### config.mk
export PLATFORM = sky130hd
export DESIGN_NAME = dghs_top
export DESIGN_NICKNAME = d
export VERILOG_FILES = /design/src/dghs_pkg.sv /design/src/dghs_top.sv
export VERILOG_INCLUDE_DIRS = /design/src
export SDC_FILE = /design/constraint.sdc
export NUM_CORES = 1
export LEC_CHECK = 0
export BUFFER_PORTS_ARGS = -buffer_cell sky130_fd_sc_hd__buf_2
export CORE_MARGIN = 3
export CORE_UTILIZATION = 56
export DETAILED_ROUTE_END_ITERATION = 8
export HOLD_SLACK_MARGIN = 0.02
export PLACE_DENSITY = 0.86
export SYNTH_ARGS = -nofsm -noshare
export SYNTH_HDL_FRONTEND = slang
export SYNTH_SLANG_ARGS = --single-unit
### constraint.sdc
create_clock -name CLK -period 2.68 [get_ports CLK]
set_input_delay 0.268 -clock CLK [delete_from_list [all_inputs] [get_ports CLK]]
set_output_delay 0.268 -clock CLK [all_outputs]
set_load 0.01 [all_outputs]
### src/dghs_cfg.svh
/*
 * Constants of the debug group and halt summary block: sizes, register
 * addresses, field positions and reset values.
 * Assumes inclusion by the package and by the block's single design file.
 */
`ifndef DGHS_CFG_SVH
`define DGHS_CFG_SVH

// population behind this debug unit
`define DGHS_NUM_HARTS      8
`define DGHS_NUM_TRIGS      2
`define DGHS_HARTSEL_W      20
`define DGHS_GRP_W          5
`define DGHS_TRIG_W         4
`define DGHS_ADDR_W         7
`define DGHS_DATA_W         32

// group support
`define DGHS_HALT_GRP_IMPL  1'b1
`define DGHS_RES_GRP_IMPL   1'b1
`define DGHS_HALT_GRP_MAX   5'h07
`define DGHS_RES_GRP_MAX    5'h03

// register addresses on the debug module interface
`define DGHS_ADDR_SUM1      7'h13
`define DGHS_ADDR_GCS       7'h32
`define DGHS_ADDR_SUM2      7'h34
`define DGHS_ADDR_SUM3      7'h35
`define DGHS_ADDR_SUM0      7'h40

// group_control_status field positions
`define DGHS_GTYPE_BIT      11
`define DGHS_TRIG_MSB       10
`define DGHS_TRIG_LSB       7
`define DGHS_GRP_MSB        6
`define DGHS_GRP_LSB        2
`define DGHS_HGWRITE_BIT    1
`define DGHS_HGSEL_BIT      0

// reset values
`define DGHS_GRP_RST        5'h00
`define DGHS_TRIG_RST       4'h0
`define DGHS_RDATA_RST      32'h0000_0000

`endif

### src/dghs_pkg.sv
/*
 * Types of the debug group and halt summary block.
 * Assumes dghs_cfg.svh is reachable by its bare name.
 */
`include "dghs_cfg.svh"

package dghs_pkg;

	typedef logic [`DGHS_GRP_W-1:0]                            dghs_grp_t;
	typedef logic [`DGHS_NUM_HARTS-1:0][`DGHS_GRP_W-1:0]       dghs_hart_grps_t;
	typedef logic [`DGHS_NUM_TRIGS-1:0][`DGHS_GRP_W-1:0]       dghs_trig_grps_t;
	typedef logic [`DGHS_NUM_HARTS-1:0]                        dghs_hart_vec_t;
	typedef logic [`DGHS_HARTSEL_W-1:0]                        dghs_hartsel_t;
	typedef logic [`DGHS_ADDR_W-1:0]                           dghs_addr_t;
	typedef logic [`DGHS_DATA_W-1:0]                           dghs_data_t;

	typedef struct packed {
		logic            grouptype;
		logic [`DGHS_TRIG_W-1:0] trig_sel;
		logic            hgselect;
		dghs_hart_grps_t hart_hgrp;
		dghs_hart_grps_t hart_rgrp;
		dghs_trig_grps_t trig_hgrp;
		dghs_trig_grps_t trig_rgrp;
		logic            rsp_valid;
		dghs_data_t      rsp_rdata;
	} dghs_state_t;

endpackage : dghs_pkg

### src/dghs_top.sv
/*
 * Halt/resume group control and hierarchical halt summaries of a debug unit,
 * reached over the debug module interface register port.
 * Assumes HARTSEL and HART_HALTED come from logic on CLK, and that the
 * debugger issues one request per cycle at most and reads group back to check.
 */
`include "dghs_cfg.svh"

// Contract
// (RULE_01) no halt groups: halt group reads zero
// (RULE_02) no resume groups: grouptype stays zero
// (RULE_03) bit 11 picks halt or resume groups
// (RULE_04) bad trigger number becomes valid or zero
// (RULE_05) group reads hart or trigger group
// (RULE_06) group written only with hgwrite set
// (RULE_07) groups contiguous from zero; debugger checks
// (RULE_08) no groups at all: group field zero
// (RULE_09) hgwrite on harts sets selected hart group
// (RULE_10) hgwrite on triggers sets trigger group
// (RULE_11) hgwrite zero changes no assignment
// (RULE_12) no triggers: hgselect tied to zero
// (RULE_13) halt and resume trigger sets separate
// (RULE_14) level0 summary: one bit per hart
// (RULE_15) nonexistent harts count as not halted
// (RULE_16) level1 summary: any halted in 32
// (RULE_17) level2 summary: any halted in 1024
// (RULE_18) level3 summary: any halted in 32768
// (RULE_19) summaries read-only, writes change nothing
// (RULE_20) bits 31:12 of control read zero
// (RULE_21) summaries formed from live halted inputs
module dghs_top (
	// clock and reset
	input  wire logic                      CLK,
	input  wire logic                      ARST_N,
	// debug module interface requests
	input  wire logic                      DMI_VALID,
	input  wire logic                      DMI_WRITE,
	input  wire dghs_pkg::dghs_addr_t      DMI_ADDR,
	input  wire dghs_pkg::dghs_data_t      DMI_WDATA,
	// debug module interface answers
	output logic                           DMI_RVALID,
	output dghs_pkg::dghs_data_t           DMI_RDATA,
	// hart side
	input  wire dghs_pkg::dghs_hartsel_t   HARTSEL,
	input  wire dghs_pkg::dghs_hart_vec_t  HART_HALTED,
	output dghs_pkg::dghs_hart_grps_t      HART_HALT_GROUP,
	output dghs_pkg::dghs_hart_grps_t      HART_RESUME_GROUP,
	// external trigger side
	output dghs_pkg::dghs_trig_grps_t      TRIG_HALT_GROUP,
	output dghs_pkg::dghs_trig_grps_t      TRIG_RESUME_GROUP
);
	import dghs_pkg::*;

	dghs_state_t q;
	dghs_state_t d;

	// request decode, shared by the read and the write paths
	logic req_rd;
	logic req_wr;
	logic hit_gcs;
	logic hit_sum;

	// true for the four read-only summary addresses
	function automatic logic is_summary(input dghs_addr_t a);
		return (a == `DGHS_ADDR_SUM0) || (a == `DGHS_ADDR_SUM1) ||
		       (a == `DGHS_ADDR_SUM2) || (a == `DGHS_ADDR_SUM3);
	endfunction : is_summary

	assign req_rd  = DMI_VALID && !DMI_WRITE;
	assign req_wr  = DMI_VALID && DMI_WRITE;
	// the control register is the only one that holds state
	assign hit_gcs = (DMI_ADDR == `DGHS_ADDR_GCS);
	assign hit_sum = is_summary(DMI_ADDR);

	// control word fields
	function automatic logic field_type(input dghs_data_t w);
		return w[`DGHS_GTYPE_BIT];
	endfunction : field_type

	function automatic logic [`DGHS_TRIG_W-1:0] field_trig(input dghs_data_t w);
		return w[`DGHS_TRIG_MSB:`DGHS_TRIG_LSB];
	endfunction : field_trig

	function automatic dghs_grp_t field_grp(input dghs_data_t w);
		return w[`DGHS_GRP_MSB:`DGHS_GRP_LSB];
	endfunction : field_grp

	// the write strobe is never stored
	function automatic logic field_strobe(input dghs_data_t w);
		return w[`DGHS_HGWRITE_BIT];
	endfunction : field_strobe

	function automatic logic field_sel(input dghs_data_t w);
		return w[`DGHS_HGSEL_BIT];
	endfunction : field_sel

	// true when the index names a hart that exists behind this unit
	function automatic logic hart_exists(input dghs_hartsel_t sel);
		return (int'(sel) < `DGHS_NUM_HARTS);
	endfunction : hart_exists

	// true when the index names an external trigger that exists
	function automatic logic trig_exists(input logic [`DGHS_TRIG_W-1:0] t);
		return (int'(t) < `DGHS_NUM_TRIGS);
	endfunction : trig_exists

	// a nonexistent trigger number becomes trigger zero [RULE_04]
	function automatic logic [`DGHS_TRIG_W-1:0] trig_fix(input logic [`DGHS_TRIG_W-1:0] t);
		logic [`DGHS_TRIG_W-1:0] r;
		r = `DGHS_TRIG_RST;
		if (trig_exists(t))
			r = t;
		return r;
	endfunction : trig_fix

	// halted flags of existing harts only; the rest count as running [RULE_15]
	function automatic logic hart_halted(input dghs_hart_vec_t halted, input int i);
		logic r;
		r = 1'b0;
		if ((i >= 0) && (i < `DGHS_NUM_HARTS))
			r = halted[i];
		return r;
	endfunction : hart_halted

	// level 0: one bit per hart of the 32 sharing sel[19:5] [RULE_14]
	function automatic dghs_data_t sum_level0(input dghs_hartsel_t  sel,
	                                          input dghs_hart_vec_t halted);
		dghs_data_t    s;
		dghs_hartsel_t h;
		s = '0;
		for (int i = 0; i < `DGHS_NUM_HARTS; i++) begin
			h = dghs_hartsel_t'(i);
			if (hart_halted(halted, i) && (h[19:5] == sel[19:5]))
				s[h[4:0]] = 1'b1;
		end
		return s;
	endfunction : sum_level0

	// level 1: any halted in each 32-hart block of sel[19:10] [RULE_16]
	function automatic dghs_data_t sum_level1(input dghs_hartsel_t  sel,
	                                          input dghs_hart_vec_t halted);
		dghs_data_t    s;
		dghs_hartsel_t h;
		s = '0;
		for (int i = 0; i < `DGHS_NUM_HARTS; i++) begin
			h = dghs_hartsel_t'(i);
			if (hart_halted(halted, i) && (h[19:10] == sel[19:10]))
				s[h[9:5]] = 1'b1;
		end
		return s;
	endfunction : sum_level1

	// level 2: any halted in each 1024-hart block of sel[19:15] [RULE_17]
	function automatic dghs_data_t sum_level2(input dghs_hartsel_t  sel,
	                                          input dghs_hart_vec_t halted);
		dghs_data_t    s;
		dghs_hartsel_t h;
		s = '0;
		for (int i = 0; i < `DGHS_NUM_HARTS; i++) begin
			h = dghs_hartsel_t'(i);
			if (hart_halted(halted, i) && (h[19:15] == sel[19:15]))
				s[h[14:10]] = 1'b1;
		end
		return s;
	endfunction : sum_level2

	// level 3: any halted in each 32768-hart block [RULE_18]
	function automatic dghs_data_t sum_level3(input dghs_hart_vec_t halted);
		dghs_data_t    s;
		dghs_hartsel_t h;
		s = '0;
		for (int i = 0; i < `DGHS_NUM_HARTS; i++) begin
			h = dghs_hartsel_t'(i);
			if (hart_halted(halted, i))
				s[h[19:15]] = 1'b1;
		end
		return s;
	endfunction : sum_level3

	// summary word for a read address, formed from the live inputs [RULE_21]
	function automatic dghs_data_t sum_read(input dghs_addr_t     a,
	                                        input dghs_hartsel_t  sel,
	                                        input dghs_hart_vec_t halted);
		dghs_data_t r;
		r = '0;
		case (a)
			`DGHS_ADDR_SUM0: r = sum_level0(sel, halted);
			`DGHS_ADDR_SUM1: r = sum_level1(sel, halted);
			`DGHS_ADDR_SUM2: r = sum_level2(sel, halted);
			`DGHS_ADDR_SUM3: r = sum_level3(halted);
			default:         r = '0;
		endcase
		return r;
	endfunction : sum_read

	// a group is accepted only inside the contiguous supported range
	function automatic logic grp_ok(input logic rtype, input dghs_grp_t g);
		if (rtype)
			return `DGHS_RES_GRP_IMPL && (g <= `DGHS_RES_GRP_MAX);   // [RULE_07]
		else
			return `DGHS_HALT_GRP_IMPL && (g <= `DGHS_HALT_GRP_MAX); // [RULE_07]
	endfunction : grp_ok

	// group field as read back for the current selection
	function automatic dghs_grp_t grp_read(input dghs_state_t s, input dghs_hartsel_t sel);
		dghs_grp_t g;
		g = '0;
		if (s.hgselect) begin
			if (trig_exists(s.trig_sel))
				g = s.grouptype ? s.trig_rgrp[s.trig_sel] : s.trig_hgrp[s.trig_sel];
		end else if (hart_exists(sel)) begin
			g = s.grouptype ? s.hart_rgrp[sel] : s.hart_hgrp[sel];            // [RULE_05]
		end
		if (!s.grouptype && !`DGHS_HALT_GRP_IMPL)
			g = '0;                                                           // [RULE_01]
		if (!`DGHS_HALT_GRP_IMPL && !`DGHS_RES_GRP_IMPL)
			g = '0;                                                           // [RULE_08]
		return g;
	endfunction : grp_read

	// control word as read back; strobe and bits 31:12 read zero [RULE_20]
	function automatic dghs_data_t gcs_word(input dghs_state_t s, input dghs_hartsel_t sel);
		dghs_data_t r;
		r = '0;
		r[`DGHS_GTYPE_BIT]               = s.grouptype;
		r[`DGHS_TRIG_MSB:`DGHS_TRIG_LSB] = s.trig_sel;
		r[`DGHS_GRP_MSB:`DGHS_GRP_LSB]   = grp_read(s, sel);
		r[`DGHS_HGSEL_BIT]               = s.hgselect;
		return r;
	endfunction : gcs_word

	// stores a group for the selected hart in the table the type picks [RULE_09]
	function automatic dghs_state_t store_hart(input dghs_state_t   s,
	                                           input dghs_hartsel_t sel,
	                                           input logic          rtype,
	                                           input dghs_grp_t     g);
		dghs_state_t n;
		n = s;
		if (hart_exists(sel)) begin
			if (rtype)
				n.hart_rgrp[sel] = g;
			else
				n.hart_hgrp[sel] = g;
		end
		return n;
	endfunction : store_hart

	// halt and resume trigger tables are kept apart [RULE_10] [RULE_13]
	function automatic dghs_state_t store_trig(input dghs_state_t             s,
	                                           input logic [`DGHS_TRIG_W-1:0] t,
	                                           input logic                    rtype,
	                                           input dghs_grp_t               g);
		dghs_state_t n;
		n = s;
		if (trig_exists(t)) begin
			if (rtype)
				n.trig_rgrp[t] = g;
			else
				n.trig_hgrp[t] = g;
		end
		return n;
	endfunction : store_trig

	// control write: selectors always taken, the group only with the strobe
	function automatic dghs_state_t gcs_write(input dghs_state_t   s,
	                                          input dghs_data_t    w,
	                                          input dghs_hartsel_t sel);
		dghs_state_t             n;
		logic                    w_type;
		logic                    w_sel;
		logic [`DGHS_TRIG_W-1:0] w_trig;
		dghs_grp_t               w_grp;
		n      = s;
		w_type = `DGHS_RES_GRP_IMPL & field_type(w);          // [RULE_02] [RULE_03]
		w_trig = trig_fix(field_trig(w));                     // [RULE_04]
		w_sel  = (`DGHS_NUM_TRIGS > 0) & field_sel(w);        // [RULE_12]
		w_grp  = field_grp(w);
		// the selectors are written whether or not a group is
		n.grouptype = w_type;
		n.trig_sel  = w_trig;
		n.hgselect  = w_sel;
		// without the strobe the group value is dropped [RULE_06] [RULE_11]
		if (field_strobe(w) && grp_ok(w_type, w_grp)) begin
			if (w_sel)
				n = store_trig(n, w_trig, w_type, w_grp);     // [RULE_10]
			else
				n = store_hart(n, sel, w_type, w_grp);        // [RULE_09]
		end
		return n;
	endfunction : gcs_write

	// one request per cycle; the answer is registered for the next cycle
	always_comb begin
		dghs_data_t rd_word;
		rd_word = '0;
		d = q;
		d.rsp_valid = 1'b0;
		if (req_rd) begin
			if (hit_gcs)
				rd_word = gcs_word(q, HARTSEL);                       // [RULE_05]
			else if (hit_sum)
				rd_word = sum_read(DMI_ADDR, HARTSEL, HART_HALTED);   // [RULE_21]
			else
				rd_word = '0;
			d.rsp_valid = 1'b1;
			d.rsp_rdata = rd_word;
		end else if (req_wr) begin
			// a write leaves the last read data in place
			d.rsp_valid = 1'b1;
			// only the control register holds state; summaries ignore writes [RULE_19]
			if (hit_gcs)
				d = gcs_write(d, DMI_WDATA, HARTSEL);
		end
	end

	// state registers; every output is taken straight from them
	always_ff @(posedge CLK or negedge ARST_N) begin
		if (!ARST_N) begin
			// every field starts cleared
			q.grouptype <= 1'b0;
			q.trig_sel  <= `DGHS_TRIG_RST;
			q.hgselect  <= 1'b0;
			q.hart_hgrp <= '0;
			q.hart_rgrp <= '0;
			q.trig_hgrp <= '0;
			q.trig_rgrp <= '0;
			q.rsp_valid <= 1'b0;
			q.rsp_rdata <= `DGHS_RDATA_RST;
		end else begin
			q <= d;
		end
	end

	assign DMI_RVALID        = q.rsp_valid;
	assign DMI_RDATA         = q.rsp_rdata;
	assign HART_HALT_GROUP   = q.hart_hgrp;
	assign HART_RESUME_GROUP = q.hart_rgrp;
	assign TRIG_HALT_GROUP   = q.trig_hgrp;
	assign TRIG_RESUME_GROUP = q.trig_rgrp;

endmodule : dghs_top

==> Word-level counts from Yosys, hierarchy flattened <==
Index checks and enable logic that the tools add are counted.
{ "word_totals": {"word_cells": 288, "input_bits": 71, "output_inout_bits": 133, "reg_bits": 139} }
{ "op_classes": {"n_eq_ne": 5, "magnitude_cmp": 11, "n_reduce_logical": 41, "bitwise": 3, "mux": 203} }
{ "op_table": {"columns": ["cell", "n"], "rows": [
  ["$mux W134", 2],
  ["$mux W1", 164],
  ["$mux W33", 3],
  ["$bwmux W40", 2],
  ["$mux W40", 2],
  ["$mux W80", 1],
  ["$mux W5", 13],
  ["$mux W32", 2],
  ["$lt A20 B4 Y1 const B", 2],
  ["$pmux W8 S4", 1],
  ["$bmux W5 S3", 2],
  ["$logic_and A1 B1 Y1", 29],
  ["$reduce_and A7 Y1", 4],
  ["$eq A7 B6 Y1 const B", 3],
  ["$bwmux W10", 2],
  ["$ge A20 B1 Y1 const B", 1],
  ["$lt A4 B2 Y1 const B", 5],
  ["$mux W10", 2],
  ["$mux W20", 1],
  ["$mux W4", 4],
  ["$demux W5 S3", 1],
  ["$logic_not A15 Y1", 1],
  ["$logic_not A10 Y1", 1],
  ["$eq A7 B5 Y1 const B", 1],
  ["10 further kinds", 14]
]} }

==> Longest topological paths before layout <==
Gate-level depths: netlist (run 1).
{ "depth": {"ltp_word": 20, "mapped_depth": 7, "mapped_depth_nobuf": 5} }

==> Worst setup path before layout (run 1) <==
Ideal clock, no wire load.
{ "synth_timing": {"kind": "input to register", "start": "input port HARTSEL[16]", "end": "register q (netlist bit HART_RESUME_GROUP[15])", "stages": 6, "arrival_time_ns": 2.305, "path_slack_ns": 0.250, "required_ns": 2.555, "setup_ns": 0.125, "path_cell_list": "or4_4 -> nor4_4 -> nand3_4 -> buf_12 -> nor4_4 -> mux2_2"} }
{ "synth_via": {"elab_chain_len": 5} }
{ "synth_lines": {"columns": ["item", "line_no", "source"], "rows": [
  ["start: declaration", "dghs_top.sv:44", "input wire dghs_pkg::dghs_hartsel_t HARTSEL,"],
  ["$ge A20 B1 Y1 (not written as such) / $lt A20 B4 Y1 (equally long branches)", "dghs_top.sv:241", "n.hart_rgrp[sel] = g;"],
  ["$logic_and A1 B1 Y1 (not written as such)", "dghs_top.sv:241", null],
  ["$mux W5 (not written as such)", "dghs_top.sv:241", null],
  ["$demux W5 S3", "dghs_top.sv:241", null],
  ["$bwmux W40", "dghs_top.sv:241", null],
  ["end: declaration", "dghs_top.sv:54", "dghs_state_t q;"]
]} }
Parallel ways exist; a longest one is shown, timed or not.
A chain may end at the register's enable or synchronous reset.

==> Final worst setup path (run 1) <==
{ "layout_timing": {"start": "input port DMI_VALID", "end": "register q (netlist bit HART_HALT_GROUP[35])"} }
{ "layout_via": {"elab_chain_len": 3} }
{ "layout_lines": {"columns": ["item", "line_no", "source"], "rows": [
  ["start: declaration", "dghs_top.sv:36", "input wire logic DMI_VALID,"],
  ["$logic_and A1 B1 Y1", "dghs_top.sv:69", "assign req_rd = DMI_VALID && !DMI_WRITE;"],
  ["$not A1 Y1 (no line)", null, null],
  ["$reduce_and A7 Y1 (no line) *", null, null]
]} }
Mark *: on every way between the ends. The rest lies on a longest branch, timed or not.

==> results of run 1 <==
## sequential cells by signal (all words and copies together) (netlist names)
name	count
HART_HALT_GROUP	40
TRIG_HALT_GROUP	10
DMI_RDATA	12
TRIG_RESUME_GROUP	10
DMI_RVALID	1
HART_RESUME_GROUP	40
q	6
## metal layers
layer  global-route usage  up-vias  part of all wire
met3               0.0626       28             0.059
met1                0.307     2224              0.41
met5                    0        -           0.00084
met2                0.398      208              0.50
li1                     -     1900                 -
met4                0.108        2             0.025
## what timing repair did
item                      4_1_cts  5_1_grt
hold endpoints to repair       53        0
hold buffers                    2        0
resized for setup               0        0
## area by class of cell
cell class | instances | area (um^2)
clock buffers | 24 | 472
well taps | 143 | 179
multi-input cells | 287 | 2680
clock inverters | 8 | 121
inverters | 3 | 11.3
fillers | 863 | 4130
repair buffers | 181 | 996
flip-flops and latches | 119 | 2980
## cell families after synthesis
kind of cell,after synthesis,synth area share
simple gates,161,0.184
buf+inv,156,0.166
flops,119,0.445
mux,76,0.170
compound gates,30,0.0350
other cells,1,0.000561
## critical path: stages
cell and delay [ns]:
dlygate4sd3_1 0.52, buf_2 0.15, nand4_2 0.09, or3b_1 0.42
buf_12 0.20, nor4_4 0.40, mux2_2 0.39
## path summary, 6_finish.rpt
kind,from,endpoint,slack (ns),depth (start not counted)
max in group asynchronous,ARST_N,HART_HALT_GROUP[34]$_DFFE_PN0P_,1.43,3
setup / recovery,DMI_VALID,HART_HALT_GROUP[35]$_DFFE_PN0P_,0.51,7
setup reg to reg,q[134]$_DFFE_PN0P_,DMI_RDATA[6]$_DFFE_PN0P_,0.75,4
hold reg to reg,DMI_RDATA[1]$_DFFE_PN0P_,DMI_RDATA[1]$_DFFE_PN0P_,0.49,1
hold / removal,HART_HALTED[1],DMI_RDATA[1]$_DFFE_PN0P_,0.13,2
min in group asynchronous,ARST_N,TRIG_RESUME_GROUP[6]$_DFFE_PN0P_,0.43,2
## metrics by stage
step / cells / power [mW] / hold WS, ns
2_1_floorplan: 562 / 2.01 / -0.0276
3_3_place_gp: 731 / 2.09 / 0.330
3_5_place_dp: 731 / 2.10 / 0.347
4_1_cts: 765 / 4.38 / 0.111
5_1_grt: 765 / 4.50 / 0.115
6_report: 765 / 4.35 / 0.127
## cell usage after synthesis, types with 5 or more instances
cell type and n:
nor2_1 14, nand2_1 27, clkbuf_1 15, a22oi_1 5, nor4_4 17, mux2_2 40
mux4_2 25, dfrtp_1 119, nand3_1 13, buf_4 134, mux2_1 11, nor2b_1 37
and2b_1 16
## power breakdown
group,total [mW],switching (mW),internal [mW]
Sequential,1.83,0.0137,1.81
Clock,2.28,0.771,1.51
Combinational,0.243,0.159,0.0834
Total,4.35,0.944,3.40
==> out/metrics.cfg, run 1 <==
[detailed_routing]
viasPerCell=5.70
drc=0
avgRoutedWirePerCell_um=20.2
drt-initial-drc-count=353
drtAntennaViolNets=0
first_pass_iters=5
routed_wl_um=15400
vias=4362

[placed_design]
dpl_worst_slack_ns=0.136
hpwl_um=11500
dpl_cell_area_um2=6820
portBuffers=163
gp_congestion=0.884

[grt]
grt_usage=0.243
globalRouteOverflowTotal=0
grt_pass1_wl_um=24400
grt_max_degree=68
grt_pass1_vias=4455
antenna_found_initial=1

[logic_synthesis]
synth-async-reset-ratio=1.00
yosys_warnings=0
synth.distinct_cells=50
synth_edf_count=0
ys_seq_area_frac=0.445
synth.avg_cell_area_um2=12.3
synth_top_area_share=0.445
syn_inst=543
synth_seq_cells=119
syn-cell-area_um2=6690
yosysTopAreaCell=dfrtp_1
synthFlopType=dfrtp_1
ys_top_cells_by_area=dfrtp_1, buf_4, mux4_2, mux2_2, nor4_4

[cells_and_area]
mostFrequentLayoutCells=buf_2, dfrtp_1, mux2_2
post-route-util=0.643
area_delta_synth_final_pct=11.1
drive_above_1_share=0.481
final_nets=680
antenna_cells=0
final_common_cell=buf_2
final_area_um2=7430

[critical_path]
critPathKind=in2reg
cp-end-kind=flop
cp.required_ns=2.97
critPathMaxFanout=16
critical_path_arrival_ns=2.46
worst_setup_path_start_kind=primary input

[sta]
hold_violations=0
fin_ws_ns=0.509
final.setup.tns_ns=0
finalCriticalPeriod_ns=2.17
setup-violations-final=0
fmax_mhz=461
worst_slew_pin_slew_ns=0.706
rsz0062_at_grt=no
clock-skew-final_ns=0.0111
period_share=0.810
relSlewSlack=0.529
maxSlewViolCount=0

[run]
maxCapViolCount=0

[clock_network]
path_clk_slew_ns=0.05
cts_buffers=17
cts.sinks=119
postCtsSetupRepairBufs=0
insertion_delay_ns=0.41
cts.path.max_buffers=2
tritoncts=yes
htreeDepth=4
clockRootBuffer=clkbuf_16

[die]
ios=204
floorplan.die.width_um=115
start_util=0.578
die_area_um2=13300
row_count=39
fp.dieH_um=115
fp.coreArea_um2=11600

[pwr]
ir_drop_mv=0.460
power_density_nw_per_um2=585
leakagePower_nw=3.97

[run_status]
status=completed

[worst_hold_path]
hold_class=in2reg

(Power assumes the default switching activity.)
==> inputs of run 2 (changes only) <==
--- a/config.mk
+++ b/config.mk
@@ -6,12 +6,13 @@
 export SDC_FILE = /design/constraint.sdc
 export NUM_CORES = 1
 export LEC_CHECK = 0
+export ABC_AREA = 1
 export BUFFER_PORTS_ARGS = -buffer_cell sky130_fd_sc_hd__buf_2
 export CORE_MARGIN = 3
-export CORE_UTILIZATION = 56
+export CORE_UTILIZATION = 53
 export DETAILED_ROUTE_END_ITERATION = 8
 export HOLD_SLACK_MARGIN = 0.02
-export PLACE_DENSITY = 0.86
+export PLACE_DENSITY = 0.82
 export SYNTH_ARGS = -nofsm -noshare
 export SYNTH_HDL_FRONTEND = slang
 export SYNTH_SLANG_ARGS = --single-unit
==> constraint.sdc (replaced) <==
create_clock -name CLK -period 2.1 [get_ports CLK]
set_input_delay 0.21 -clock CLK [delete_from_list [all_inputs] [get_ports CLK]]
set_output_delay 0.21 -clock CLK [all_outputs]
set_load 0.01 [all_outputs]
==> out/metrics.cfg, run 2 <==
[critical_path]
r2r_start=q[138]$_DFFE_PN0P_
crit_chain=inv_1 > o21ai_0 > nand3_1 > nand2_1 > nand2_1 > nand2_1
cp-startpoint=q[138]$_DFFE_PN0P_
critPathBufInv=1  ; -2
r2r_cells=6  ; +2
cpMostUsedCell=nand2_1
critical_path_arrival_ns=1.89  ; -0.57 ns
critPathKind=reg2reg
worst_setup_path_start_kind=flop
cp-end-kind=flop
critPathMaxStageDelay_ns=0.53  ; about the same
cp_top_family=flip-flops
cp.required_ns=2.41  ; -0.56 ns
cp_slowest_cell=dfrtp_1
reg2reg_to=DMI_RDATA[5]$_DFFE_PN0P_
r2r_setup_slack_ns=0.52  ; -0.23 ns
critPathMaxFanout=12  ; -4

[logic_synthesis]
syn_inst=905  ; +67%
yosysTopAreaCell=dfrtp_1
ys_top_cells_by_count=nand2_1, buf_4, dfrtp_1
synth_most_common_cell=nand2_1
yosys_warnings=0  ; unchanged
synth-async-reset-ratio=1.00  ; unchanged
ys_top_cells_by_area=dfrtp_1, nand2_1, buf_4, nand3_1, inv_1
ys_seq_area_frac=0.433  ; -0.0122
synth_top_area_share=0.433  ; -0.0122
synthFlopType=dfrtp_1
synth.distinct_cells=30  ; -40%
synth_edf_count=0  ; unchanged
syn-cell-area_um2=6880  ; +2.8%
synth.avg_cell_area_um2=7.60  ; -38%
synth_seq_cells=119  ; unchanged

[grt]
grt_pass1_wl_um=27400  ; +12%
antenna_found_initial=0  ; -1
globalRouteOverflowTotal=0  ; unchanged
grt_usage=0.242  ; -0.00148
grt_pass1_vias=5471  ; +23%
grt_max_degree=49  ; -28%

[cells_and_area]
drive_above_1_share=0.250  ; -0.231
final_nets=1039  ; +53%
mostFrequentLayoutCells=nand2_1, buf_2, dfrtp_1
final_common_cell=nand2_1
fill_cells=1084  ; +26%
area_delta_synth_final_pct=11.8
antenna_cells=0  ; unchanged

[sta]
relSlewSlack=0.570  ; +0.0404
clock-skew-final_ns=0.00884  ; -0.00223 ns
final.setup.tns_ns=0  ; unchanged
worst_slew_pin_slew_ns=0.645  ; -0.0606 ns
fmax_mhz=632
period_share=0.753
setup-violations-final=0  ; unchanged
maxSlewViolCount=0  ; unchanged
rsz0062_at_grt=no
hold_violations=0  ; unchanged
finalCriticalPeriod_ns=1.58

[clock_network]
cts.sinks=119  ; unchanged
clockRootBuffer=clkbuf_16
postCtsSetupRepairBufs=0  ; unchanged
path_clk_slew_ns=0.05  ; about the same
cts_buffers=17  ; unchanged
hold_buffers=2  ; unchanged
htreeDepth=4  ; unchanged
cts.path.max_buffers=2  ; unchanged
tritoncts=yes
cts_resized=0  ; unchanged
insertion_delay_ns=0.42  ; about the same

[detailed_routing]
avgRoutedWirePerCell_um=14.8  ; -27%
wl_met1_um=7100  ; +12%
drt-initial-drc-count=621  ; +76%
drtAntennaViolNets=0  ; unchanged
wl_met2_um=7800  ; +0.79%
first_pass_iters=5  ; unchanged
viasPerCell=5.07  ; -11%
top_layer_used=met4
routed_wl_um=17000  ; +10%
drc=0  ; unchanged
vias=5820  ; +33%
dr_wl_met3_um=1660  ; +82%

[worst_hold_path]
min_to=DMI_RDATA[1]$_DFFE_PN0P_
hold_class=in2reg
hp-start=HART_HALTED[1]
hold_path_depth=3  ; +1

[die]
ios=204  ; unchanged
floorplan.die.width_um=120  ; +4.0%
row_count=40  ; +2.6%
die_area_um2=14400  ; +8.2%
start_util=0.556  ; -0.0220
fp.dieH_um=120  ; +4.0%
fp.coreArea_um2=12400  ; +6.9%

[pwr]
power_density_nw_per_um2=731  ; +25%
power_mw=5.62  ; +29%
leakagePower_nw=4.57  ; +15%
ir_drop_mv=0.458  ; -0.55%

[placed_design]
portBuffers=163  ; unchanged
gp_congestion=0.863  ; -2.4%
hpwl_um=12800  ; +12%

[run_status]
status=completed

[run]
maxCapViolCount=0  ; unchanged

-- run 2: worst register-to-register path, cell delays in order, from the launching register on --
cell and delay [ns]:
dfrtp_1 0.53, inv_1 0.36, o21ai_0 0.19, nand3_1 0.17
nand2_1 0.10, nand2_1 0.09, nand2_1 0.06
-- run 2: where the power goes --
group	internal, mW	leakage [nW]	switching (mW)
clock network	1.95	0.298	1.03
registers	2.30	1.66	0.00657
logic	0.101	2.61	0.232
-- run 2: worst max path at each step --
stage                                       end  slack, ns  cells after the start
2_1_floorplan    HART_HALT_GROUP[0]$_DFFE_PN0P_       0.67                      7
5_1_grt        HART_RESUME_GROUP[4]$_DFFE_PN0P_       0.41                      9
6_report               DMI_RDATA[5]$_DFFE_PN0P_       0.52                      6
3_3_place_gp   HART_RESUME_GROUP[0]$_DFFE_PN0P_       0.24                      9
4_1_cts          HART_HALT_GROUP[5]$_DFFE_PN0P_       0.53                     10
3_5_place_dp   HART_RESUME_GROUP[0]$_DFFE_PN0P_       0.19                      9
-- run 2: through the flow --
| stage | hold WS (ns) | util | area, um^2 | std cells | setup slack (ns) |
|---|---|---|---|---|---|
| final | 0.0831 | 0.622 | 7690 | 1149 | 0.519 |
| after global routing | 0.106 | 0.622 | 7690 | 1149 | 0.412 |
| after CTS | 0.0835 | 0.622 | 7690 | 1149 | 0.534 |
| after detailed placement | 0.263 | 0.570 | 7050 | 1115 | 0.188 |
| after global placement | 0.267 | 0.570 | 7050 | 1115 | 0.240 |
| after floorplan | -0.0856 | - | 6950 | 924 | 0.667 |
-- run 2: layout make-up --
| cell class | count | area, um^2 | share of cell area |
|---|---|---|---|
| sequential | 119 | 2980 | 0.387 |
| clock inverter | 12 | 150 | 0.0195 |
| timing repair buffer | 186 | 1050 | 0.136 |
| tap | 168 | 210 | 0.0273 |
| inverter | 86 | 323 | 0.0420 |
| clock buffer | 20 | 467 | 0.0607 |
| multi-input combinational | 558 | 2510 | 0.327 |
-- run 2: metal layers --
metal | GRT usage | up-vias
met5 | 0 | -
met4 | 0.0880 | 0
met3 | 0.0622 | 34
met2 | 0.377 | 304
met1 | 0.328 | 2671
li1 | - | 2811
-- run 2: cells by family (layout without fill, tap and decap cells) --
logic type	Yosys count	in the layout	share of synthesized area
buf+inv	247	304	0.212
flops	119	119	0.433
other cells	1	20	0.000545
simple gates	502	502	0.327
compound gates	36	36	0.0271
==> inputs of run 3 (changes only) <==
--- a/config.mk
+++ b/config.mk
@@ -6,13 +6,13 @@
 export SDC_FILE = /design/constraint.sdc
 export NUM_CORES = 1
 export LEC_CHECK = 0
-export ABC_AREA = 1
+export ABC_AREA = 0
 export BUFFER_PORTS_ARGS = -buffer_cell sky130_fd_sc_hd__buf_2
 export CORE_MARGIN = 3
-export CORE_UTILIZATION = 53
+export CORE_UTILIZATION = 47
 export DETAILED_ROUTE_END_ITERATION = 8
 export HOLD_SLACK_MARGIN = 0.02
-export PLACE_DENSITY = 0.82
+export PLACE_DENSITY = 0.77
 export SYNTH_ARGS = -nofsm -noshare
 export SYNTH_HDL_FRONTEND = slang
 export SYNTH_SLANG_ARGS = --single-unit
==> constraint.sdc (replaced) <==
create_clock -name CLK -period 1.3 [get_ports CLK]
set_input_delay 0.13 -clock CLK [delete_from_list [all_inputs] [get_ports CLK]]
set_output_delay 0.13 -clock CLK [all_outputs]
set_load 0.01 [all_outputs]
==> out/metrics.cfg, run 3 (synthesis results as in run 1) <==
[pwr]
switching_power_mw=2.11  ; +67%
ir_drop_mv=0.879  ; +92%
leakagePower_nw=5.20  ; +14%
combinationalPowerShare=0.073  ; +0.014
swShare=0.228  ; +0.00338
clkPwrFrac=0.520  ; -0.010
power_density_nw_per_um2=955  ; +31%
p_int_mw=7.13  ; +64%
p_seq_frac=0.407  ; -0.004

[critical_path]
cp-end-kind=flop
worst_setup_path_start_kind=primary input
critical_path_arrival_ns=2.10  ; +0.21 ns
cp.required_ns=1.60  ; -0.81 ns
critPathMaxFanout=17  ; +5
critPathKind=in2reg
r2r_setup_slack_ns=-0.41  ; -0.93 ns

[run]
maxCapViolCount=0  ; unchanged

[die]
start_util=0.493  ; -0.0630
fp.dieH_um=125  ; +4.5%
fp.coreArea_um2=13600  ; +9.7%
row_count=42  ; +5.0%
floorplan.die.width_um=125  ; +4.5%
ios=204  ; unchanged
die_area_um2=15700  ; +9.2%

[grt]
globalRouteOverflowTotal=0  ; unchanged
antenna_found_initial=0  ; unchanged
grt_usage=0.250  ; +0.00820
grt_pass1_wl_um=30600  ; +12%
grt_pass1_vias=5709  ; +4.4%
grt_max_degree=53  ; +8.2%

[clock_network]
insertion_delay_ns=0.42  ; about the same
htreeDepth=4  ; unchanged
cts.path.max_buffers=2  ; unchanged
tritoncts=yes
clockRootBuffer=clkbuf_16
path_clk_slew_ns=0.06  ; about the same
cts_buffers=17  ; unchanged
cts.sinks=119  ; unchanged

[placed_design]
portBuffers=163  ; unchanged
gp_congestion=0.928  ; +7.6%
hpwl_um=13700  ; +6.6%

[detailed_routing]
vias=5204  ; -11%
drc=0  ; unchanged
avgRoutedWirePerCell_um=19.3  ; +31%
viasPerCell=5.20  ; +2.7%
drt-initial-drc-count=275  ; -56%
routed_wl_um=19300  ; +14%
drtAntennaViolNets=0  ; unchanged
first_pass_iters=5  ; unchanged

[cells_and_area]
mostFrequentLayoutCells=buf_4, buf_2, dfrtp_1
final_common_cell=buf_4
post-route-util=0.714  ; +0.0919
area_delta_synth_final_pct=44.7
antenna_cells=0  ; unchanged
drive_above_1_share=0.661  ; +0.412
final_nets=882  ; -15%

[run_status]
status=finished, violations left
violations=setup timing

[worst_hold_path]
hold_class=in2reg

[sta]
clock-skew-final_ns=0.00641  ; -0.00243 ns
maxSlewViolCount=0  ; unchanged
rsz0062_at_grt=yes
final.setup.tns_ns=-36.18  ; -36.18 ns
fmax_mhz=558
finalCriticalPeriod_ns=1.79
hold_violations=0  ; unchanged
fin_ws_ns=-0.494  ; -1.01 ns
setup-violations-final=105  ; +105
period_share=1.38

-- run 3: repair_timing --
item                                   CTS  global route
pin swaps                               28            13
buffers inserted                        29            17
hold buffers                             5             0
endpoints found under the hold margin  123             0
resized for setup                       73            35
setup endpoints to repair              104           115
-- run 3: cell type report --
type,count,area [um^2]
fillers,892,3880
inverters,3,11.3
clock inverters,12,150
multi-input cells,287,3050
repair buffers,383,2810
flip-flops and latches,119,2980
well taps,176,220
clock buffers,20,457
-- run 3: per-stage QoR --
| step | instances | cell area, um^2 | hold slack (ns) | worst slack, ns | power (mW) |
|---|---|---|---|---|---|
| floorplan | 562 | 6990 | -0.166 | -0.922 | 4.15 |
| global placement | 927 | 8320 | 0.0347 | -0.962 | 4.42 |
| detailed placement | 927 | 8320 | 0.0377 | -0.979 | 4.44 |
| CTS | 993 | 9520 | 0.0384 | -0.515 | 9.31 |
| global route | 1000 | 9680 | 0.0684 | -0.542 | 9.56 |
| finish | 1000 | 9680 | 0.0701 | -0.494 | 9.24 |
-- run 3: worst max-delay path, stage by stage --
cell,delay (ns)
buf_6,0.09
or4_4,0.55
nor4_4,0.33
nand3_4,0.11
buf_12,0.19
nor4_4,0.18
buf_4,0.20
mux2_4,0.30
-- run 3: worst paths after layout --
kind | cells after the start | startpoint | to
worst min-delay path | 3 | HART_HALTED[6] | DMI_RDATA[6]$_DFFE_PN0P_
worst min register to register | 1 | DMI_RDATA[1]$_DFFE_PN0P_ | DMI_RDATA[1]$_DFFE_PN0P_
min in group asynchronous | 2 | ARST_N | TRIG_RESUME_GROUP[7]$_DFFE_PN0P_
worst max-delay path | 8 | HARTSEL[16] | HART_HALT_GROUP[31]$_DFFE_PN0P_
worst max register to register | 5 | HART_HALT_GROUP[17]$_DFFE_PN0P_ | DMI_RDATA[4]$_DFFE_PN0P_
max in group asynchronous | 3 | ARST_N | HART_HALT_GROUP[33]$_DFFE_PN0P_
-- run 3: power by group through the flow --
stage,Combinational [mW],Clock (mW),Sequential [mW]
final,0.675,4.80,3.76
after global routing,0.730,5.07,3.76
after CTS,0.654,4.89,3.76
after detailed placement,0.617,0,3.82
after global placement,0.599,0,3.82
after floorplan,0.336,0,3.82
-- run 3: layer usage --
layer / track usage / share of wire
met1: 0.304 / 0.39
met2: 0.419 / 0.50
met3: 0.0614 / 0.071
met4: 0.120 / 0.041
met5: 0 / 0
